### config.mk
export PLATFORM = sky130hd
export DESIGN_NAME = system_integrity_status_regs
export DESIGN_NICKNAME = d
export VERILOG_FILES = /design/src/sys_integrity_pkg.sv /design/src/level_sync.sv /design/src/settle_delay.sv /design/src/system_integrity_status_regs.sv
export SDC_FILE = /design/constraint.sdc
export NUM_CORES = 1
export LEC_CHECK = 0
export ABC_AREA = 1
export BUFFER_PORTS_ARGS = -buffer_cell sky130_fd_sc_hd__buf_2
export CORE_AREA = 2 2 75 77
export CTS_CLUSTER_SIZE = 8
export DETAILED_ROUTE_END_ITERATION = 10
export DIE_AREA = 0 0 77 79
export PLACE_DENSITY = 0.82
export SLEW_MARGIN = 20
export SYNTH_ARGS = -nofsm -noshare
export SYNTH_HDL_FRONTEND = slang
export SYNTH_SLANG_ARGS = --single-unit
### constraint.sdc
create_clock -name clk -period 1.8 [get_ports clk]
set_input_delay 0.18 -clock clk [delete_from_list [all_inputs] [get_ports clk]]
set_output_delay 0.18 -clock clk [all_outputs]
set_load 0.02 [all_outputs]
### src/sys_integrity_pkg.sv
// constants, types and decode for the system integrity register bank
package sys_integrity_pkg;
  localparam int unsigned CLK_MHZ        = 200;
  localparam int unsigned HALVE_DELAY_NS = 250;
  localparam int unsigned HALVE_CYC      = (HALVE_DELAY_NS * CLK_MHZ + 999) / 1000;
  localparam int unsigned ADDR_W         = 8;
  localparam logic [7:0]  OFF_STATUS     = 8'h00;
  localparam logic [7:0]  OFF_CLKTEST    = 8'h04;
  localparam logic [7:0]  OFF_IRQ_STAT   = 8'h08;
  localparam logic [7:0]  OFF_IRQ_MASK   = 8'h0c;
  localparam int unsigned BIT_WDG        = 4;
  localparam int unsigned BIT_HALVE      = 7;
  localparam int unsigned IRQ_WARN       = 0;
  localparam int unsigned IRQ_UNLOCK     = 1;
  localparam int unsigned IRQ_W          = 2;
  localparam logic [1:0]  TRIM_RESET     = 2'h3;
  localparam logic [1:0]  IRQ_MASK_RESET = 2'h0;
  localparam logic [1:0]  RESP_OKAY      = 2'h0;
  localparam logic [1:0]  RESP_SLVERR    = 2'h2;

  typedef struct packed {
    logic       fast_multiplier_locked;
    logic [1:0] osc_trim_low;
    logic       watchdog_reset_flag;
    logic       multiplier_locked;
    logic       supply_drop_reset_flag;
    logic       supply_warning_flag;
    logic       supply_warning_irq_en;
  } system_integrity_status_t;

  typedef struct packed {
    logic fast_lock;
    logic main_lock;
    logic supply_low;
  } analog_in_t;

  typedef enum logic [2:0] {
    SEL_STATUS   = 3'h0,
    SEL_CLKTEST  = 3'h1,
    SEL_IRQ_STAT = 3'h3,
    SEL_IRQ_MASK = 3'h2,
    SEL_NONE     = 3'h6
  } reg_sel_t;

  function automatic reg_sel_t decode_addr(input logic [ADDR_W-1:0] a);
    reg_sel_t s;
    s = SEL_NONE;
    if (a == OFF_STATUS) s = SEL_STATUS;
    else if (a == OFF_CLKTEST) s = SEL_CLKTEST;
    else if (a == OFF_IRQ_STAT) s = SEL_IRQ_STAT;
    else if (a == OFF_IRQ_MASK) s = SEL_IRQ_MASK;
    return s;
  endfunction : decode_addr
endpackage : sys_integrity_pkg

### src/level_sync.sv
// two-stage synchroniser for asynchronous levels
`timescale 1ns/1ps
module level_sync
  import sys_integrity_pkg::*;
#(
  parameter int unsigned W = 1
)(
  input  wire logic         clk,
  input  wire logic         rst_n,
  input  wire logic [W-1:0] async_in,
  output logic      [W-1:0] sync_out
);
  logic [W-1:0] meta_q;

  generate
    if (W < 1) begin : g_bad
      $error("level_sync width must be at least one");
    end
  endgenerate

  // first stage feeds only the second
  always_ff @(posedge clk)
  begin
    if (!rst_n)
    begin
      meta_q   <= '0;
      sync_out <= '0;
    end
    else
    begin
      meta_q   <= async_in;
      sync_out <= meta_q;
    end
  end
endmodule : level_sync

### src/settle_delay.sv
// passes a level on only after it has differed for n cycles
`timescale 1ns/1ps
module settle_delay
  import sys_integrity_pkg::*;
#(
  parameter int unsigned N = HALVE_CYC
)(
  input  wire logic clk,
  input  wire logic rst_n,
  input  wire logic d,
  output logic      q
);
  localparam int unsigned CW = (N < 2) ? 1 : $clog2(N);
  logic [CW-1:0] cnt_q;

  generate
    if (N < 1) begin : g_bad
      $error("settle_delay count must be at least one");
    end
  endgenerate

  always_ff @(posedge clk)
  begin
    if (!rst_n)
    begin
      cnt_q <= '0;
      q     <= 1'b0;
    end
    else if (d == q)
      cnt_q <= '0;
    else if (cnt_q == CW'(N - 1))
    begin
      cnt_q <= '0;
      q     <= d;
    end
    else
      cnt_q <= cnt_q + CW'(1);
  end
endmodule : settle_delay

### src/system_integrity_status_regs.sv
// system integrity status and clock test registers behind axi4-lite
`timescale 1ns/1ps
module system_integrity_status_regs
  import sys_integrity_pkg::*;
(
  input  wire logic              clk,
  input  wire logic              rst_n,
  input  wire logic              por_n,
  input  wire logic              cause_watchdog,
  input  wire logic              cause_supply_drop,
  input  wire logic              fast_lock_async,
  input  wire logic              main_lock_async,
  input  wire logic              supply_low_async,
  input  wire logic              irq_service_ack,
  input  wire logic [ADDR_W-1:0] awaddr,
  input  wire logic              awvalid,
  output logic                   awready,
  input  wire logic [31:0]       wdata,
  input  wire logic [3:0]        wstrb,
  input  wire logic              wvalid,
  output logic                   wready,
  output logic [1:0]             bresp,
  output logic                   bvalid,
  input  wire logic              bready,
  input  wire logic [ADDR_W-1:0] araddr,
  input  wire logic              arvalid,
  output logic                   arready,
  output logic [31:0]            rdata,
  output logic [1:0]             rresp,
  output logic                   rvalid,
  input  wire logic              rready,
  output logic                   irq,
  output logic [1:0]             osc_trim_low,
  output logic                   multiplier_halve
);
  analog_in_t               ana_s;
  logic                     warn_prev_q;
  logic                     lock_prev_q;
  logic                     wdg_q;
  logic                     drop_q;
  logic                     irq_en_q;
  logic                     halve_q;
  logic [IRQ_W-1:0]         irq_stat_q;
  logic [IRQ_W-1:0]         irq_mask_q;
  logic                     aw_ok_q;
  logic                     w_ok_q;
  logic [ADDR_W-1:0]        waddr_q;
  logic [7:0]               wbyte_q;
  logic                     wlane_q;
  logic                     wr_en;
  logic                     rd_clr;
  logic                     warn_evt;
  logic                     unlock_evt;
  reg_sel_t                 wsel;
  reg_sel_t                 rsel;
  system_integrity_status_t status_v;

  level_sync #(
    .W (3)
  ) u_sync (
    .clk      (clk),
    .rst_n    (rst_n),
    .async_in ({fast_lock_async, main_lock_async, supply_low_async}),
    .sync_out (ana_s)
  );

  settle_delay #(
    .N (HALVE_CYC)
  ) u_halve (
    .clk   (clk),
    .rst_n (rst_n),
    .d     (halve_q),
    .q     (multiplier_halve)
  );

  assign wsel   = decode_addr(waddr_q);
  assign rsel   = decode_addr(araddr);
  assign wr_en  = aw_ok_q && w_ok_q && !bvalid;
  assign rd_clr = arvalid && arready && (rsel == SEL_STATUS);

  // live view of the status register
  always_comb
  begin
    status_v.fast_multiplier_locked = ana_s.fast_lock;
    status_v.osc_trim_low           = osc_trim_low;
    status_v.watchdog_reset_flag    = wdg_q;
    status_v.multiplier_locked      = ana_s.main_lock;
    status_v.supply_drop_reset_flag = drop_q;
    status_v.supply_warning_flag    = ana_s.supply_low;
    status_v.supply_warning_irq_en  = irq_en_q;
  end

  // write channel
  always_ff @(posedge clk)
  begin
    if (!rst_n)
    begin
      awready <= 1'b1;
      wready  <= 1'b1;
      aw_ok_q <= 1'b0;
      w_ok_q  <= 1'b0;
      waddr_q <= '0;
      wbyte_q <= '0;
      wlane_q <= 1'b0;
      bvalid  <= 1'b0;
      bresp   <= RESP_OKAY;
    end
    else
    begin
      if (awvalid && awready)
      begin
        waddr_q <= awaddr;
        aw_ok_q <= 1'b1;
        awready <= 1'b0;
      end
      if (wvalid && wready)
      begin
        wbyte_q <= wdata[7:0];
        wlane_q <= wstrb[0];
        w_ok_q  <= 1'b1;
        wready  <= 1'b0;
      end
      if (wr_en)
      begin
        aw_ok_q <= 1'b0;
        w_ok_q  <= 1'b0;
        bvalid  <= 1'b1;
        bresp   <= (wsel == SEL_NONE) ? RESP_SLVERR : RESP_OKAY;
      end
      if (bvalid && bready)
      begin
        bvalid  <= 1'b0;
        awready <= 1'b1;
        wready  <= 1'b1;
      end
    end
  end

  // read channel
  always_ff @(posedge clk)
  begin
    if (!rst_n)
    begin
      arready <= 1'b1;
      rvalid  <= 1'b0;
      rdata   <= '0;
      rresp   <= RESP_OKAY;
    end
    else if (arvalid && arready)
    begin
      arready <= 1'b0;
      rvalid  <= 1'b1;
      rresp   <= (rsel == SEL_NONE) ? RESP_SLVERR : RESP_OKAY;
      unique case (rsel)
        SEL_STATUS:   rdata <= {24'h000000, status_v};
        SEL_CLKTEST:  rdata <= {24'h000000, halve_q, 7'h00};
        SEL_IRQ_STAT: rdata <= {30'h00000000, irq_stat_q};
        SEL_IRQ_MASK: rdata <= {30'h00000000, irq_mask_q};
        default:      rdata <= '0;
      endcase
    end
    else if (rvalid && rready)
    begin
      rvalid  <= 1'b0;
      arready <= 1'b1;
    end
  end

  // software controlled fields
  always_ff @(posedge clk)
  begin
    if (!rst_n)
    begin
      osc_trim_low <= TRIM_RESET;
      irq_en_q     <= 1'b0;
      halve_q      <= 1'b0;
      irq_mask_q   <= IRQ_MASK_RESET;
    end
    else if (wr_en && wlane_q)
    begin
      if (wsel == SEL_STATUS)
      begin
        osc_trim_low <= wbyte_q[6:5];
        irq_en_q     <= wbyte_q[0];
      end
      if (wsel == SEL_CLKTEST)
        halve_q <= wbyte_q[BIT_HALVE];
      if (wsel == SEL_IRQ_MASK)
        irq_mask_q <= wbyte_q[IRQ_W-1:0];
    end
  end

  // reset cause flags; supply drop flag kept through system reset, watchdog flag set only by a watchdog reset
  always_ff @(posedge clk)
  begin
    if (!por_n)
    begin
      wdg_q  <= 1'b0;
      drop_q <= 1'b0;
    end
    else if (!rst_n)
    begin
      if (cause_supply_drop)
      begin
        drop_q <= 1'b1;
        wdg_q  <= 1'b0;
      end
      else if (cause_watchdog)
        wdg_q <= 1'b1;
      else
        wdg_q <= 1'b0;
    end
    else if (rd_clr)
    begin
      wdg_q  <= 1'b0;
      drop_q <= 1'b0;
    end
    else if (wr_en && wlane_q && wsel == SEL_STATUS && !wbyte_q[BIT_WDG])
      wdg_q <= 1'b0;
  end

  // interrupt events and sticky status
  assign warn_evt   = ana_s.supply_low && !warn_prev_q && irq_en_q;
  assign unlock_evt = lock_prev_q && !ana_s.main_lock;

  always_ff @(posedge clk)
  begin
    if (!rst_n)
    begin
      warn_prev_q <= 1'b0;
      lock_prev_q <= 1'b0;
      irq_stat_q  <= '0;
      irq         <= 1'b0;
    end
    else
    begin
      warn_prev_q <= ana_s.supply_low;
      lock_prev_q <= ana_s.main_lock;
      irq         <= |(irq_stat_q & irq_mask_q);
      if (warn_evt)
        irq_stat_q[IRQ_WARN] <= 1'b1;
      else if (irq_service_ack)
        irq_stat_q[IRQ_WARN] <= 1'b0;
      else if (wr_en && wlane_q && wsel == SEL_IRQ_STAT
               && wbyte_q[IRQ_WARN])
        irq_stat_q[IRQ_WARN] <= 1'b0;
      if (unlock_evt)
        irq_stat_q[IRQ_UNLOCK] <= 1'b1;
      else if (wr_en && wlane_q && wsel == SEL_IRQ_STAT
               && wbyte_q[IRQ_UNLOCK])
        irq_stat_q[IRQ_UNLOCK] <= 1'b0;
    end
  end

  // helper: cycles since halving request changed
  logic       halve_prev_q;
  logic [6:0] halve_age_q;

  always_ff @(posedge clk)
  begin
    if (!rst_n)
    begin
      halve_prev_q <= 1'b0;
      halve_age_q  <= 7'h7f;
    end
    else
    begin
      halve_prev_q <= halve_q;
      if (halve_q != halve_prev_q)
        halve_age_q <= 7'h01;
      else if (halve_age_q != 7'h7f)
        halve_age_q <= halve_age_q + 7'h01;
    end
  end
endmodule : system_integrity_status_regs

==> run metrics <==
outcome=finished, final reports clean; Max Freq=0.7642 GHz; crit path capture type=flop; crit path DAT=1.54 ns; number of max-cap violations=0; hold path cells=3; die height=79 um; Hold Path Class=input port to flop; Worst VDD drop=0.5359 mV; placer congestion estimate=0.8276; final setup vio count=0; antenna-violating nets left=0; largest net degree at the start of global routing=38; FF+latch count, synth=58; vias in the first global route=1950; Final nets=454; IO Port Bufs=55; critical path startpoint category=flop; Inserted Diodes=0; Initial Utilization=48.01%; Yosys Warn Count=0; syn avg cell area=7.836 um2; Post-Synthesis Cells=327; non-filler cells in the finished layout=463; Comb power frac=11.0%; switching part of the total=25.95%; drt drc=0; Synth Flop Type=dfxtp_1; ys async rst share=0%; antenna violations before repair=0; Crit Path Category=flop to flop; Critical Path, Cell by Cell=nand2_1 -> nor3_2 -> nand2_1 -> nand2_1 -> inv_1; sequential fraction of the synthesis area=45.31%; worst-path fanout max=13; TritonCTS buffer count=9; register clock-pin slew on the reported worst setup and hold paths=0.06 ns; P per Cell Area=927.7 mW/mm2; GR Overflow Total=0; Worst path slowest cell=nor3_2; CORE AREA=0.005338 mm2; top cell type's share of synthesized area=45.31%; period utilization=72.70%; fraction of layout instances using a drive strength above 1=25.58%; synth top area cells=dfxtp_1 (45%), nand2_1 (7.8%), buf_4 (7.6%); RSZ-0062 raised after global routing=false; # clock sinks=58; Clock Tree Buf Depth=2; critical path depth in cells=5; first-pass GRT wire length=8169 um; initial DRC count=76; Hold WS=0.03253 ns; Pint=0.002045 W; CP dominant cell by count=nand2_1; Hold Buf Count CTS=0; final hold vios=0; placed insts=447; Leak=1.416 nW; Tot Pwr=0.002761 W; Core Rows=27; Post-CTS Repair Setup Buffers=0; number of synthesized flops with an enable pin=0; Die Width=77 um; Area Overhead vs Synth=16.16%; post-CTS sizing=0; DR vias/cell=4.626; r2r worst-path depth=5; Final Util=55.77%; share of total power in sequential cells=50.0%; largest area contributor in the netlist=dfxtp_1; Total GRT Usage=17.06%; Final TNS setup=0 ns; crit-path max cell delay=0.35 ns; Req. time, crit path=2.03 ns; Net Sw Power=0.0007165 W; clock skew=0.003941 ns; post-route minimum period=1.309 ns; Ports=111; DIE AREA=0.006083 mm2; DR WL/cell=10.56 um; CP delay by family, top=simple AND/OR/NAND/NOR gates; Distinct cells, synth=33; Clock Power Share=39.0%; post-DP HPWL=3756 um; CTS tree=done; Max Slew Vio Count=0; DRT Pass-1 Iters=4; Total Wirelength=4889 um; vias post-DR=2142; Clock Latency Late Sink=0.33 ns; Root Driver=clkbuf_8; area of the mapped netlist=0.002562 mm2; CTS H-tree depth=3; Buffers & Inverters on Critical Path=1
## cell families after synthesis
group,share of synthesized area (%)
other cells,0.1463
flops,45.31
xor+xnor,0.3419
simple gates,26.12
mux,0.3906
compound gates,12.11
fa+ha+maj,0.9764
buf+inv,14.60
## path summary, 6_finish.rpt
| check | start | end | slack, ns |
|---|---|---|---|
| max | arready | drop_q | 0.49 |
| min | supply_low_async | u_sync.meta_q[0] | 0.03 |
| max reg2reg | arready | drop_q | 0.49 |
| min reg2reg | u_sync.meta_q[2] | u_sync.sync_out[2] | 0.41 |
## layer usage
| layer | track usage (%) | wire length (um) | vias to the layer above |
|---|---|---|---|
| li1 | - | - | 1107 |
| met1 | 17.77 | 2006 | 950 |
| met2 | 30.26 | 2435 | 67 |
| met3 | 5.227 | 273 | 18 |
| met4 | 10.36 | 175 | 0 |
| met5 | 0 | 0 | - |
## placed cells by master, fill, tap and decap left out
| master | instances |
|---|---|
| o31ai_1 | 1 |
| ha_1 | 2 |
| o211ai_2 | 2 |
| o21ai_0 | 19 |
| clkbuf_1 | 2 |
| nor2_4 | 4 |
| a21oi_1 | 21 |
| nor3b_2 | 1 |
| a22oi_2 | 1 |
| nor2_2 | 4 |
| nand2_2 | 3 |
| mux2i_1 | 1 |
| xor2_1 | 1 |
| clkbuf_8 | 12 |
| dfxtp_1 | 58 |
| a21boi_0 | 1 |
| nor3_1 | 1 |
| nand4_1 | 2 |
| clkinv_2 | 2 |
| inv_2 | 2 |
| buf_2 | 55 |
| nand3_2 | 3 |
| nand2_1 | 53 |
| nand3_1 | 22 |
| nor3_2 | 2 |
| or2_1 | 1 |
| buf_4 | 2 |
| o21ai_2 | 4 |
| nand4_2 | 1 |
| o21ai_1 | 1 |
| a21oi_2 | 2 |
| nor2_1 | 46 |
| inv_1 | 33 |
| conb_1 | 26 |
## registers in the layout (all words and copies together), names as in the netlist, 2 cells and up
name             cells
irq_mask_q           2
irq_stat_q           2
osc_trim_low         2
rdata                8
u_halve.cnt_q        6
u_sync.meta_q        3
u_sync.sync_out      3
waddr_q              8
wbyte_q              6
## area by class of cell
class | instances | area, um2
fillers | 523 | 2361
clock buffers | 14 | 172.7
clock inverters | 2 | 10.01
multi-input cells | 225 | 1121
inverters | 35 | 131.4
flip-flops and latches | 58 | 1161
well taps | 72 | 90.09
repair buffers | 57 | 290.3
## per-stage QoR
step           setup slack (ns)  area, um2
3_5_place_dp             0.4968       2794
6_report                 0.4914       2977
3_3_place_gp             0.5331       2794
5_1_grt                  0.3194       2977
4_1_cts                  0.4916       2977
2_1_floorplan            0.6878       2656
## power groups by stage
stage	logic [W]	clock network, W	registers, W
finish	0.000303	0.00108	0.00138
global route	0.000343	0.00116	0.00139
CTS	0.000305	0.00110	0.00138
detailed placement	0.000304	0	0.00141
global placement	0.000296	0	0.00140
floorplan	0.000250	0	0.00142
## tightest hold or removal path: stages
cell     delay, ns
buf_2         0.07
nand2_1       0.04
inv_1         0.04
## cells in the mapped netlist (2+ instances only)
library cell and n:
o211ai_2 2, nand2_2 3, inv_1 33, nor2_1 46, inv_2 2, nand4_1 2
nor2_2 4, a21oi_2 2, nand2_1 53, nor2_4 4, o21ai_0 19, ha_1 2
nand3_2 3, buf_2 6, buf_4 26, nand3_1 22, nor3_2 2, o21ai_2 4
a21oi_1 21, dfxtp_1 58
(Power assumes the default switching activity.)
